<file path="src/cts_pkg.sv">
// constants, register map and state encoding for the touch scan sequencer
`default_nettype none
package cts_pkg;

  // ****************************************
  // sizes
  // ****************************************
  localparam int CTS_NPAD = 10;
  localparam int CTS_CW   = 16;

  // ****************************************
  // register byte offsets
  // ****************************************
  localparam logic [7:0] CTS_OFS_CTRL    = 8'h00;
  localparam logic [7:0] CTS_OFS_PERIOD  = 8'h04;
  localparam logic [7:0] CTS_OFS_TIMING  = 8'h08;
  localparam logic [7:0] CTS_OFS_MEASLEN = 8'h0c;
  localparam logic [7:0] CTS_OFS_PADEN   = 8'h10;
  localparam logic [7:0] CTS_OFS_SETA    = 8'h14;
  localparam logic [7:0] CTS_OFS_SETB    = 8'h18;
  localparam logic [7:0] CTS_OFS_STATUS  = 8'h1c;
  localparam logic [7:0] CTS_OFS_TOUCHED = 8'h20;
  localparam logic [1:0] CTS_RGN_THRESH  = 2'h1;
  localparam logic [1:0] CTS_RGN_COUNT   = 2'h2;

  // ****************************************
  // field positions
  // ****************************************
  localparam int CTS_CTRL_OVR    = 0;
  localparam int CTS_CTRL_BOTH   = 1;
  localparam int CTS_CTRL_START  = 2;
  localparam int CTS_STAT_DONE   = 0;
  localparam int CTS_STAT_BUSY   = 1;
  localparam int CTS_STAT_WAKE   = 2;
  localparam int CTS_TIM_PWR_LSB = 8;

  // ****************************************
  // reset values
  // ****************************************
  localparam logic [15:0] CTS_RST_PERIOD  = 16'h0100;
  localparam logic [7:0]  CTS_RST_BIASDLY = 8'h04;
  localparam logic [7:0]  CTS_RST_PWRDLY  = 8'h04;
  localparam logic [15:0] CTS_RST_MEASLEN = 16'h0200;
  localparam logic [15:0] CTS_RST_THRESH  = 16'h0000;

  // ****************************************
  // sequencer states
  // ****************************************
  typedef enum logic [2:0] {
    CTS_IDLE  = 3'h0,
    CTS_BIAS  = 3'h1,
    CTS_POWER = 3'h2,
    CTS_MEAS  = 3'h3,
    CTS_EVAL  = 3'h4
  } cts_state_t;

endpackage
`default_nettype wire

</file>
<file path="src/cts_scan_fsm.sv">
// touch scan sequencer with avalon-mm register slave
//
// Contract
// [RULE_01] with override set, one measurement per software start; timer ignored
// [RULE_02] with override clear, measurements launch periodically from the timer
// [RULE_03] keeps running in system sleep; no sleep gating anywhere
// [RULE_04] timer interval is a programmable count of sequencer clock cycles
// [RULE_05] all timing and counting run on the one sequencer clock
// [RULE_06] bias, then power-up, then start, with programmable delays between
// [RULE_07] power-up and start strobes gated per pad by the enable mask
// [RULE_08] ten independent pulse counters, each final count readable
// [RULE_09] each analog pad returns one pulse per charge/discharge swing
// [RULE_10] every pad counts over the same fixed measurement interval
// [RULE_11] pad touched when its count is strictly below its threshold
// [RULE_12] two 10-bit masks define wake set a and wake set b
// [RULE_13] default mode: wake when any touched pad is in set a
// [RULE_14] both mode: wake only when touched pads exist in both sets
// [RULE_15] per-pad writable thresholds and a pollable done flag
`default_nettype none
module cts_scan_fsm #(
  parameter int NPAD = cts_pkg::CTS_NPAD,
  parameter int CW   = cts_pkg::CTS_CW
) (
  input  wire logic            clk,
  input  wire logic            reset_n,
  input  wire logic [7:0]      avs_address,
  input  wire logic            avs_read,
  input  wire logic            avs_write,
  input  wire logic [31:0]     avs_writedata,
  output var  logic [31:0]     avs_readdata,
  output var  logic            avs_waitrequest,
  input  wire logic [NPAD-1:0] pad_pulse_out,
  output var  logic            sense_bias_enable,
  output var  logic [NPAD-1:0] pad_power_up,
  output var  logic [NPAD-1:0] pad_start,
  output var  logic            wake_irq
);
  import cts_pkg::*;

  // ****************************************
  // declarations
  // ****************************************
  cts_state_t      state_reg;
  cts_state_t      state_next;
  logic            ovr_reg;
  logic            both_reg;
  logic [15:0]     period_reg;
  logic [7:0]      bias_dly_reg;
  logic [7:0]      pwr_dly_reg;
  logic [15:0]     meas_len_reg;
  logic [NPAD-1:0] pad_en_reg;
  logic [NPAD-1:0] set_a_reg;
  logic [NPAD-1:0] set_b_reg;
  logic [NPAD-1:0] touched_reg;
  logic [NPAD-1:0] touched_next;
  logic [NPAD-1:0] pulse_prev_reg;
  logic [CW-1:0]   thresh_reg [NPAD];
  logic [CW-1:0]   count_reg  [NPAD];
  logic [15:0]     dly_cnt_reg;
  logic [15:0]     period_cnt_reg;
  logic            sw_pend_reg;
  logic            done_reg;
  logic            launch;
  logic            wake_next;
  logic            wr_go;
  logic            done_clr;
  logic [31:0]     rd_word;
  logic [3:0]      idx;
  logic            pad_ok;

  assign idx    = avs_address[5:2];
  assign pad_ok = (idx < 4'(NPAD));
  assign wr_go  = avs_write && !avs_waitrequest; // write lands on the accept edge
  assign done_clr = wr_go && (avs_address == CTS_OFS_STATUS) &&
                    avs_writedata[CTS_STAT_DONE];

  // ****************************************
  // bus slave
  // ****************************************

  // read data mux
  always_comb begin
    rd_word = 32'h0;
    unique case (avs_address[7:6])
      CTS_RGN_THRESH: if (pad_ok) rd_word = 32'(thresh_reg[idx]); // RULE_15
      CTS_RGN_COUNT:  if (pad_ok) rd_word = 32'(count_reg[idx]); // RULE_08
      default: begin
        case (avs_address)
          CTS_OFS_CTRL:    rd_word = {30'h0, both_reg, ovr_reg};
          CTS_OFS_PERIOD:  rd_word = {16'h0, period_reg};
          CTS_OFS_TIMING:  rd_word = {16'h0, pwr_dly_reg, bias_dly_reg};
          CTS_OFS_MEASLEN: rd_word = {16'h0, meas_len_reg};
          CTS_OFS_PADEN:   rd_word = 32'(pad_en_reg);
          CTS_OFS_SETA:    rd_word = 32'(set_a_reg);
          CTS_OFS_SETB:    rd_word = 32'(set_b_reg);
          CTS_OFS_STATUS:  rd_word = {29'h0, wake_irq, (state_reg != CTS_IDLE), done_reg};
          CTS_OFS_TOUCHED: rd_word = 32'(touched_reg);
          default:         rd_word = 32'h0;
        endcase
      end
    endcase
  end

  // one wait cycle, then a single accept cycle
  always_ff @(posedge clk or negedge reset_n) begin
    if (!reset_n) begin
      avs_waitrequest <= 1'b1;
      avs_readdata    <= 32'h0;
    end else if ((avs_read || avs_write) && avs_waitrequest) begin
      avs_waitrequest <= 1'b0;
      avs_readdata    <= rd_word;
    end else begin
      avs_waitrequest <= 1'b1;
    end
  end

  // configuration registers
  always_ff @(posedge clk or negedge reset_n) begin
    if (!reset_n) begin
      ovr_reg      <= 1'b0;
      both_reg     <= 1'b0;
      period_reg   <= CTS_RST_PERIOD;
      bias_dly_reg <= CTS_RST_BIASDLY;
      pwr_dly_reg  <= CTS_RST_PWRDLY;
      meas_len_reg <= CTS_RST_MEASLEN;
      pad_en_reg   <= '0;
      set_a_reg    <= '0;
      set_b_reg    <= '0;
    end else if (wr_go) begin
      case (avs_address)
        CTS_OFS_CTRL: begin
          ovr_reg  <= avs_writedata[CTS_CTRL_OVR];
          both_reg <= avs_writedata[CTS_CTRL_BOTH];
        end
        CTS_OFS_PERIOD:  period_reg <= avs_writedata[15:0]; // RULE_04
        CTS_OFS_TIMING: begin
          bias_dly_reg <= avs_writedata[7:0];
          pwr_dly_reg  <= avs_writedata[CTS_TIM_PWR_LSB +: 8];
        end
        CTS_OFS_MEASLEN: meas_len_reg <= avs_writedata[15:0];
        CTS_OFS_PADEN:   pad_en_reg <= avs_writedata[NPAD-1:0];
        CTS_OFS_SETA:    set_a_reg <= avs_writedata[NPAD-1:0]; // RULE_12
        CTS_OFS_SETB:    set_b_reg <= avs_writedata[NPAD-1:0]; // RULE_12
        default: ;
      endcase
    end
  end

  // per-pad thresholds
  always_ff @(posedge clk or negedge reset_n) begin
    if (!reset_n) begin
      for (int i = 0; i < NPAD; i++) thresh_reg[i] <= CTS_RST_THRESH;
    end else if (wr_go && avs_address[7:6] == CTS_RGN_THRESH && pad_ok) begin
      thresh_reg[idx] <= avs_writedata[CW-1:0]; // RULE_15
    end
  end

  // software start request, held until a launch with override set takes it
  always_ff @(posedge clk or negedge reset_n) begin
    if (!reset_n) begin
      sw_pend_reg <= 1'b0;
    end else if (wr_go && avs_address == CTS_OFS_CTRL && avs_writedata[CTS_CTRL_START]) begin
      sw_pend_reg <= 1'b1; // new request beats the consume
    end else if (launch && ovr_reg) begin
      sw_pend_reg <= 1'b0; // RULE_01
    end
  end

  // ****************************************
  // sequencer
  // ****************************************

  // launch source: software when overridden, else the timer
  assign launch = (state_reg == CTS_IDLE) &&
                  (ovr_reg ? sw_pend_reg : (period_cnt_reg >= period_reg)); // RULE_01 RULE_02

  // sleep timer counts idle cycles, no sleep gating
  always_ff @(posedge clk or negedge reset_n) begin
    if (!reset_n) begin
      period_cnt_reg <= 16'h0;
    end else if (ovr_reg || launch || state_reg != CTS_IDLE) begin
      period_cnt_reg <= 16'h0; // RULE_03 RULE_04
    end else if (period_cnt_reg != 16'hffff) begin
      period_cnt_reg <= period_cnt_reg + 16'h1;
    end
  end

  // next state
  always_comb begin
    state_next = state_reg;
    unique case (state_reg)
      CTS_IDLE:  if (launch) state_next = CTS_BIAS;
      CTS_BIAS:  if (dly_cnt_reg >= 16'(bias_dly_reg)) state_next = CTS_POWER; // RULE_06
      CTS_POWER: if (dly_cnt_reg >= 16'(pwr_dly_reg)) state_next = CTS_MEAS; // RULE_06
      CTS_MEAS:  if (dly_cnt_reg >= meas_len_reg) state_next = CTS_EVAL; // RULE_10
      CTS_EVAL:  state_next = CTS_IDLE;
      default:   state_next = CTS_IDLE;
    endcase
  end

  // state and step timer
  always_ff @(posedge clk or negedge reset_n) begin
    if (!reset_n) begin
      state_reg   <= CTS_IDLE;
      dly_cnt_reg <= 16'h0;
    end else begin
      state_reg   <= state_next; // RULE_05
      dly_cnt_reg <= (state_next != state_reg) ? 16'h0 : dly_cnt_reg + 16'h1;
    end
  end

  // analog strobes, registered from the next state
  always_ff @(posedge clk or negedge reset_n) begin
    if (!reset_n) begin
      sense_bias_enable <= 1'b0;
      pad_power_up      <= '0;
      pad_start         <= '0;
    end else begin
      sense_bias_enable <= state_next inside {CTS_BIAS, CTS_POWER, CTS_MEAS}; // RULE_06
      pad_power_up <= (state_next inside {CTS_POWER, CTS_MEAS}) ? pad_en_reg : '0; // RULE_07
      pad_start    <= (state_next == CTS_MEAS) ? pad_en_reg : '0; // RULE_07
    end
  end

  // ****************************************
  // pulse counters
  // ****************************************

  // rising edges counted per pad, saturating, cleared at launch
  always_ff @(posedge clk or negedge reset_n) begin
    if (!reset_n) begin
      pulse_prev_reg <= '0;
      for (int i = 0; i < NPAD; i++) count_reg[i] <= '0;
    end else begin
      pulse_prev_reg <= pad_pulse_out; // RULE_09
      for (int i = 0; i < NPAD; i++) begin
        if (launch) begin
          count_reg[i] <= '0;
        end else if (state_reg == CTS_MEAS && pad_start[i] && pad_pulse_out[i] &&
                     !pulse_prev_reg[i] && count_reg[i] != '1) begin
          count_reg[i] <= count_reg[i] + 1'b1; // RULE_08
        end
      end
    end
  end

  // ****************************************
  // evaluation
  // ****************************************

  // touch decision and wake condition
  always_comb begin
    touched_next = '0;
    for (int i = 0; i < NPAD; i++) begin
      touched_next[i] = pad_en_reg[i] && (count_reg[i] < thresh_reg[i]); // RULE_11
    end
    wake_next = both_reg ? (|(touched_next & set_a_reg) && |(touched_next & set_b_reg)) // RULE_14
                         : |(touched_next & set_a_reg); // RULE_13
  end

  // results latched at the end of each measurement
  always_ff @(posedge clk or negedge reset_n) begin
    if (!reset_n) begin
      touched_reg <= '0;
      wake_irq    <= 1'b0;
      done_reg    <= 1'b0;
    end else if (state_reg == CTS_EVAL) begin
      touched_reg <= touched_next;
      wake_irq    <= wake_next;
      done_reg    <= 1'b1; // RULE_15
    end else if (done_clr) begin
      wake_irq <= 1'b0;
      done_reg <= 1'b0;
    end
  end
endmodule
`default_nettype wire

</file>
<file path="config.mk">
export PLATFORM = sky130hd
export DESIGN_NAME = cts_scan_fsm
export DESIGN_NICKNAME = d
export VERILOG_FILES = /design/src/cts_pkg.sv /design/src/cts_scan_fsm.sv
export SDC_FILE = /design/constraint.sdc
export NUM_CORES = 1
export LEC_CHECK = 0
export ABC_AREA = 1
export BUFFER_PORTS_ARGS = -buffer_cell sky130_fd_sc_hd__buf_2
export CAP_MARGIN = 25
export CORE_UTILIZATION = 60
export CTS_BUF_LIST = sky130_fd_sc_hd__clkbuf_4
export CTS_CLUSTER_DIAMETER = 120
export CTS_CLUSTER_SIZE = 40
export DETAILED_ROUTE_END_ITERATION = 6
export PLACE_DENSITY = 0.82
export SLEW_MARGIN = 20
export SYNTH_ARGS = -nofsm -noshare
export SYNTH_HDL_FRONTEND = slang
export SYNTH_SLANG_ARGS = --single-unit
</file>
<file path="constraint.sdc">
create_clock -name clk -period 6.1 [get_ports clk]
set_input_delay 0.915 -clock clk [delete_from_list [all_inputs] [get_ports clk]]
set_output_delay 0.915 -clock clk [all_outputs]
set_load 0.02 [all_outputs]
</file>
# --- Word level (Yosys, flattened, before mapping) ---
# Index checks and enable logic that the tools add are counted.
totals:
  input_bits: 54
  elab_cells: 257
  reg_bits: 512
classes:
  order_cmp: 17
  add_sub_neg: 12
  mux: 51
  reduce_logical: 103
  eq_ne: 29
  bitwise_logic: 3
op_table:
  columns: ["operator", "n"]
  rows:
  - ["$mux W16", 30]
  - ["$add A16 B1 Y16 const B", 12]
  - ["$ne A16 B16 Y1 const B", 11]
  - ["$bwmux W160", 1]
  - ["$lt A16 B16 Y1", 10]
  - ["$pmux W16 S9", 1]
  - ["$bmux W16 S4", 2]
  - ["$demux W16 S4", 1]
  - ["$pmux W32 S2", 1]
  - ["$logic_and A1 B1 Y1", 62]
  - ["$eq A8 B5 Y1 const B", 4]
  - ["$ge A16 B16 Y1", 2]
  - ["$ge A16 B8 Y1", 2]
  - ["$reduce_bool A2 Y1", 14]
  - ["$and A10 B10 Y10", 2]
  - ["$mux W10", 2]
  - ["$reduce_or A10 Y1", 2]
  - ["$eq A8 B4 Y1 const B", 2]
  - ["$reduce_and A2 Y1", 7]
  - ["$eq A3 B2 Y1 const B", 4]
  - ["$mux W3", 4]
  - ["$pmux W3 S4", 1]
  - ["$logic_not A1 Y1", 11]
  - ["$eq A8 B3 Y1 const B", 1]
  - ["other kinds (15)", 26]

# --- Longest topological paths before layout ---
# Gate-level depths: netlist of run 1.
depth:
  depth_word: 8
  mapped_depth: 16
  depth_no_buf: 16

# --- Worst setup path after synthesis of run 1 ---
# OpenSTA, ideal clock, no wires.
synth_path:
  path_kind: "input -> register"
  start: "in avs_address[7]"
  end: "reg thresh_reg[119] (netlist bit)"
  setup_time_ns: 0.134
  arrival_ns: 2.207
  slack_ns: 3.759
  stages: 11
  t_required_ns: 5.966
  path_cell_list: "inv_1 -> ha_1 -> clkbuf_1 -> nand2_1 -> a21oi_2 -> nand2_1 -> inv_1 -> nand2_1 -> clkbuf_1 -> nand2_1 -> o21ai_0"
synth_via:
  elab_chain_cells: 3
synth_rtl:
  columns: ["element", "line", "source"]
  rows:
  - ["from (decl)", "cts_scan_fsm.sv:26", "input wire logic [7:0] avs_address,"]
  - ["$eq A2 B1 Y1", "cts_scan_fsm.sv:153", "end else if (wr_go && avs_address[7:6] == CTS_RGN_THRESH && pad_ok) begin"]
  - ["$logic_and A1 B1 Y1 (2 in a row)", "cts_scan_fsm.sv:153", null]
  - ["to (signal, indexed assignment)", "cts_scan_fsm.sv:154", "thresh_reg[idx] <= avs_writedata[CW-1:0];"]
  - ["to (decl)", "cts_scan_fsm.sv:57", "logic [CW-1:0] thresh_reg [NPAD];"]
# Every way passes these cells.
# A chain may end at the register's enable or synchronous reset.

# --- Final worst setup path of run 1 ---
layout_path:
  start: "reg period_reg[15]"
  end: "reg count_reg[144] (netlist bit)"
layout_via:
  elab_chain_cells: 4
  word_cells_on_any_way: 5
layout_rtl:
  columns: ["element", "line", "source"]
  rows:
  - ["from (decl)", "cts_scan_fsm.sv:47", "logic [15:0] period_reg;"]
  - ["from (signal assigned)", "cts_scan_fsm.sv:135", "CTS_OFS_PERIOD: period_reg <= avs_writedata[15:0];"]
  - ["$ge A16 B16 Y1 (*)", "cts_scan_fsm.sv:175", "(ovr_reg ? sw_pend_reg : (period_cnt_reg >= period_reg));"]
  - ["$mux W1 (*)", "cts_scan_fsm.sv:175", null]
  - ["$logic_and A1 B1 Y1 (*)", "cts_scan_fsm.sv:174", "assign launch = (state_reg == CTS_IDLE) &&"]
  - ["$mux W16 or $reduce_bool A2 Y1 (tied branches)", null, null]
  - ["to (signal, indexed assignment)", "cts_scan_fsm.sv:241", "count_reg[i] <= count_reg[i] + 1'b1;"]
  - ["to (decl)", "cts_scan_fsm.sv:58", "logic [CW-1:0] count_reg [NPAD];"]
# Mark *: on every way between the ends. The rest lies on a longest branch, timed or not.

==> results of run 1 <==
-- placed cells by master, fill, tap and decap left out, types with 6 or more instances in the layout --
cell type	count
buf_2	75
clkbuf_4	20
nand3_1	204
nor3_2	20
o22ai_1	118
dfrtp_1	491
buf_4	17
o21ai_1	49
nand2_2	26
a21oi_1	148
a31oi_1	10
a221oi_1	6
a211oi_1	17
nand3_2	9
o21ai_0	370
ha_1	213
nor2_4	12
nand4_1	46
nor2_1	246
a22oi_1	39
nor3_4	6
conb_1	16
clkinv_1	8
xor2_1	46
o2111ai_1	6
nor2_2	19
nand2_1	845
xnor2_1	12
nor3_1	91
nor4_1	24
inv_2	19
o221ai_1	9
o21a_1	12
inv_1	488
-- worst max path at each step --
stage          slack (ns)          endpoint
6_report             2.49    count_reg[144]
3_3_place_gp         2.38  avs_readdata[10]
3_5_place_dp         2.31  avs_readdata[10]
4_1_cts              2.56    count_reg[144]
2_1_floorplan        3.76   thresh_reg[119]
5_1_grt              2.29    count_reg[144]
-- through the flow --
stage	total power [mW]	instance area (µm²)	instances
2_1_floorplan	4.22	29800	3824
3_3_place_gp	4.63	30500	4430
3_5_place_dp	4.66	30500	4431
4_1_cts	5.79	30700	4456
5_1_grt	6.04	30800	4462
6_report	5.81	30800	4462
-- kinds of logic (layout without fill, tap and decap cells) --
family | after synthesis | in the layout
compound gates | 797 | 797
xor+xnor | 58 | 58
fa+ha+maj | 213 | 213
buf+inv | 674 | 646
flops | 496 | 496
other cells | 1 | 18
simple gates | 1570 | 1570
-- final cells by class --
cell class / instances / area (µm²)
clock inverter: 4 / 32.5
sequential: 496 / 12400
clock buffer: 20 / 150
fill: 4394 / 18100
multi-input combinational: 2654 / 14700
tap: 664 / 831
antenna: 2 / 5.00
timing repair buffer: 101 / 657
inverter: 521 / 1970
-- metal layers --
metal,vias up,routed length [µm],track usage (%)
met5,-,13,0
met4,2,5600,18.9
met3,253,10500,7.51
met2,1414,41400,58.0
met1,12600,37700,51.7
li1,12600,-,-
-- power by group through the flow --
stage          registers, mW  clock network, mW  logic (mW)
5_1_grt                 3.55               1.26        1.23
4_1_cts                 3.53               1.17        1.08
6_report                3.54               1.16        1.11
3_3_place_gp            3.58                  0        1.06
3_5_place_dp            3.58                  0        1.08
2_1_floorplan           3.57                  0       0.652
-- worst register-to-register path, delay by kind of cell, from the launching register on --
kind / cells / cell delay (ns)
and+or+nand+nor: 4 / 1.40
DFF: 1 / 0.46
adders and majority gates: 1 / 0.28
buffers and inverters: 2 / 0.77
AOI/OAI and AO/OA: 3 / 0.58
==> parameters.txt, run 1 <==
Parameter                              Value

Status
  Result of the run    completed

STA
  RSZ-0062 raised after global routing    no
  Max-slew violations    0
  F_max    277 MHz
  Final Skew    0.0892 ns
  Hold violation total from the final report    0
  Setup-failing EPs final    0
  Worst setup slack after layout    2.49 ns
  Worst Hold Margin    0.0405 ns
  Final setup TNS    0 ns
  Transition time at the pin with the least slew margin    1.18 ns
  Fraction of the cycle the final worst path needs    59.2%
  Worst slew margin relative to its limit    21.1%
  Minimum clock period    3.61 ns

Critical path
  Setup slack of the worst register-to-register path    2.49 ns
  Largest delay contributor family on the critical path    simple AND/OR/NAND/NOR gates
  Setup crit start kind    register
  Crit-path max FO    55
  Launch point of the critical path    period_reg[15]
  Crit end category    register
  Critical Path AT    4.41 ns
  Req. time, crit path    6.90 ns
  Crit-path slowest cell    buf_4
  Worst-case reg-to-reg path depth    10
  Crit path buf inv count    2
  Class of the most critical setup path    register to register
  FF-to-FF End    count_reg[144]
  Reg2Reg Launch Point    period_reg[15]
  Crit path cell chain    inv_1, ha_1, a21oi_1, o21ai_0, nor3_1, nand2_1, nand2_4, buf_4, nand2_1, o21ai_0
  Logic depth of the worst setup path including buffers    10
  Largest stage delay on the critical path    0.64 ns

Pwr
  Seq pwr share    60.9%
  Internal portion of total power    3.87 mW
  Part of the total power dissipated in the clock network    20.0%
  Static Leak    14.1 nW
  Maximum resistive drop on vdd    382 µV
  Sw frac    33.3%
  Power per standard cell area    189 nW/µm²
  Combinational fraction of design power    19.1%
  Switching power    1.93 mW

GRT
  First-pass GRT wire length    145,000 µm
  Vias in the first global route    24,800
  All-Layer GR Usage    38.0%
  Remaining global-route overflow    0
  Maximum number of pins on one net before global-route repair    171
  Number of antenna violations at the first check in global routing    4

Worst hold path
  Worst min-delay path endpoint    pulse_prev_reg[3]
  Worst hold path type    input port to register
  Worst Min Path Start    pad_pulse_out[3]
  Number of cells on the worst hold path    1

Synthesis
  Synth unique cells    54
  Leading post-synthesis cells by instance count    nand2_1, dfrtp_1, inv_1
  Parity-gate share of the synthesized area counting xor and xnor cells    1.71%
  Post-synthesis compound-gate area fraction    14.9%
  Sequential fraction of the synthesis area    41.7%
  Mean cell area of the mapped netlist    7.81 µm²
  Simple-gate area share of the yosys netlist    23.7%
  Most frequent cell after synthesis    nand2_1
  Post-synth top area share    41.3%
  Synthesized instance count    3,809
  Async SR Flop Fraction    100%
  Post-synth EDFFs    0
  #FFs+latches synth    496
  Main combinational cell family by area after synthesis    simple AND/OR/NAND/NOR gates
  Yosys top cell by area    dfrtp_1
  Largest cells by area after synthesis    dfrtp_1, nand2_1, ha_1
  Post-synthesis share of cell area spent on full adders, half adders and majority gates    8.96%
  Most frequently used flop master after synthesis    dfrtp_1
  Warnings, synthesis    0
  Netlist Area Pre-Place    29,800 µm²
  Multiplexer fraction of the synthesized cell area    0%

Clocking
  Clock tree from TritonCTS    done
  Largest buffer count on any clock path    3
  Cts-stage hold buffer count    1
  Number of H-tree branching levels    1
  Number of buffers added for setup after CTS    0
  CTS resizes    0
  Number of CTS-inserted buffers    16
  Root buffer selected by CTS    clkbuf_4
  Clock latency of the later-clocked register in the worst-skew pair    0.95 ns
  Clock-pin slew on the worst setup and hold paths    0.42 ns
  # clock sinks    496

Route
  Number of vias after detailed routing    26,900
  Via density    6.02
  Total DRC errors in the routed layout    0
  Routed length per instance    21.3 µm
  Antenna-violating nets left    0
  Drt pass-1 iters    6
  Violation count after the first detailed-routing iteration    3,465
  DRT Wirelength    95,200 µm

Place
  Number of input and output port buffers inserted    76
  Worst slack at placement    2.31 ns
  Post-detail-place hpwl    70,600 µm
  Routability congestion estimate    1.02

Die
  Area of the die    50,500 µm²
  Site Rows    81
  Die H    225 µm
  Starting utilization of the core area    60.8%
  Number of top-level pins    109
  Horizontal die dimension    225 µm
  Area inside the core boundary    49,000 µm²

Final layout
  Signed area change from the synthesized netlist to the final layout    3.50%
  Number of nets in the final layout    4,057
  Layout Utilization    62.9%
  Share of cells above drive strength 1    6.90%

Run
  Max-cap violations    0
No activity file was read; power rests on OpenSTA's default activity.
==> run 2: changes to the inputs <==
--- a/config.mk
+++ b/config.mk
@@ -8,12 +8,12 @@
 export ABC_AREA = 1
 export BUFFER_PORTS_ARGS = -buffer_cell sky130_fd_sc_hd__buf_2
 export CAP_MARGIN = 25
-export CORE_UTILIZATION = 60
+export CORE_UTILIZATION = 59
 export CTS_BUF_LIST = sky130_fd_sc_hd__clkbuf_4
 export CTS_CLUSTER_DIAMETER = 120
 export CTS_CLUSTER_SIZE = 40
 export DETAILED_ROUTE_END_ITERATION = 6
-export PLACE_DENSITY = 0.82
+export PLACE_DENSITY = 0.84
 export SLEW_MARGIN = 20
 export SYNTH_ARGS = -nofsm -noshare
 export SYNTH_HDL_FRONTEND = slang
==> constraint.sdc (replaced) <==
create_clock -name clk -period 2.9 [get_ports clk]
set_input_delay 0.435 -clock clk [delete_from_list [all_inputs] [get_ports clk]]
set_output_delay 0.435 -clock clk [all_outputs]
set_load 0.02 [all_outputs]
==> parameters.txt, run 2 (synthesis gave the netlist of run 1 again) <==
Parameter                              Value

Critical path
  Crit-path max FO    11
  Critical Path AT    3.55 ns
  Class of the most critical setup path    register to register
  Crit end category    register
  Setup crit start kind    register
  Req. time, crit path    3.75 ns

Die
  Area of the die    51,300 µm²
  Die H    227 µm
  Site Rows    81
  Area inside the core boundary    49,400 µm²
  Horizontal die dimension    227 µm
  Starting utilization of the core area    60.3%
  Number of top-level pins    109

Route
  Routed length per instance    20.9 µm
  Violation count after the first detailed-routing iteration    3,792
  Drt pass-1 iters    6
  Via density    6.07
  DRT Wirelength    94,700 µm
  Antenna-violating nets left    0
  Number of vias after detailed routing    27,500
  Total DRC errors in the routed layout    0

Pwr
  Maximum resistive drop on vdd    581 µV
  Static Leak    14.4 nW
  Power per standard cell area    398 nW/µm²

STA
  RSZ-0062 raised after global routing    no
  Final setup TNS    0 ns
  Final Skew    0.0684 ns
  Max-slew violations    0
  Hold violation total from the final report    0
  Minimum clock period    2.70 ns
  Setup-failing EPs final    0
  Transition time at the pin with the least slew margin    1.05 ns
  Worst slew margin relative to its limit    29.8%
  Fraction of the cycle the final worst path needs    93.1%
  F_max    371 MHz

Place
  Post-detail-place hpwl    71,000 µm
  Routability congestion estimate    1.03
  Number of input and output port buffers inserted    76

Clocking
  Clock latency of the later-clocked register in the worst-skew pair    0.94 ns
  Root buffer selected by CTS    clkbuf_4
  # clock sinks    496
  Number of buffers added for setup after CTS    0
  Clock tree from TritonCTS    done
  Clock-pin slew on the worst setup and hold paths    0.42 ns
  Largest buffer count on any clock path    3
  Number of CTS-inserted buffers    16
  Number of H-tree branching levels    1

Status
  Result of the run    completed

GRT
  Vias in the first global route    25,400
  Number of antenna violations at the first check in global routing    6
  All-Layer GR Usage    37.4%
  Remaining global-route overflow    0
  Maximum number of pins on one net before global-route repair    109
  First-pass GRT wire length    145,000 µm

Final layout
  Share of cells above drive strength 1    8.08%
  Number of nets in the final layout    4,119
  Number of filler cells placed in the layout    4,290
  Most frequent standard cell in the layout excluding fill and tap cells    nand2_1
  Commonest non-fill, non-tap cells in the layout    nand2_1, dfrtp_1, inv_1
  Layout Utilization    63.8%
  Signed area change from the synthesized netlist to the final layout    5.89%

Worst hold path
  Worst hold path type    input port to register

Run
  Max-cap violations    0
## run 2: cell types whose count changed in the layout (fill, tap and decap cells not counted), sizes merged
cell         delta
buf            +46
dlygate4sd3    +16
diode           +5
clkbuf          +3
clkinv          -3
bufinv          +2
inv             +2
## run 2: final cells by class
type,instances,area (µm²),area share (%)
Multi-Input combinational cell,2654,14700,46.7
Sequential cell,496,12400,39.4
Clock buffer,23,173,0.548
Clock inverter,5,81.3,0.258
Timing Repair Buffer,163,1290,4.08
Tap cell,664,831,2.64
Inverter,521,1980,6.27
Antenna cell,7,17.5,0.0556
## run 2: worst max-delay path: stages (launching register included)
cell and delay [ns]:
dfrtp_1 0.49, inv_2 0.10, nand3_2 0.30, buf_4 0.33, nor3_4 0.29, nand2_2 0.27
nor3_4 0.23, nand2_2 0.08, nor2_2 0.17, nand3_1 0.12, xor2_1 0.16, nor2_1 0.10
## run 2: power breakdown
group	internal (mW)	switching [mW]	leakage, nW	total, mW
Sequential	7.21	0.217	6.83	7.43
Clock	0.555	2.11	0.145	2.66
Combinational	0.694	1.75	7.47	2.44
## run 2: timing repair
item / in CTS / in global routing
endpoints found under the setup margin: 0 / 4
hold buffers: 18 / 0
gates resized for setup: 0 / 1
endpoints found under the hold margin: 526 / 0
## run 2: path summary, 6_finish.rpt
path | startpoint | to | slack (ns) | cells past startpoint
min in group asynchronous | reset_n | thresh_reg[52] | 0.14 | 3
worst min register to register | period_reg[8] | period_reg[8] | 0.49 | 2
worst max-delay path | state_reg[2] | count_reg[14] | 0.20 | 11
worst min-delay path | avs_writedata[4] | pad_en_reg[4] | 0.04 | 4
max in group asynchronous | reset_n | period_reg[8] | 2.16 | 3
worst max register to register | state_reg[2] | count_reg[14] | 0.20 | 11
## run 2: stage by stage
step                power, mW  cell area (µm²)  setup WS [ns]  std cells  hold slack (ns)
detailed placement       9.87            31000          0.269       4480            0.386
global route             13.0            31500         0.0358       4527           0.0350
global placement         9.79            31000          0.284       4480            0.382
CTS                      12.5            31500          0.192       4526          0.00568
finish                   12.5            31500          0.201       4533           0.0425
floorplan                8.87            29800          0.896       3824            0.139
## run 2: routing by layer
layer,vias to the layer above,GRT usage (%),part of all wire [%]
li1,12700,-,-
met1,12900,49.5,39
met2,1565,55.4,42
met3,324,9.23,12
met4,4,22.2,7.0
met5,-,0,0.023
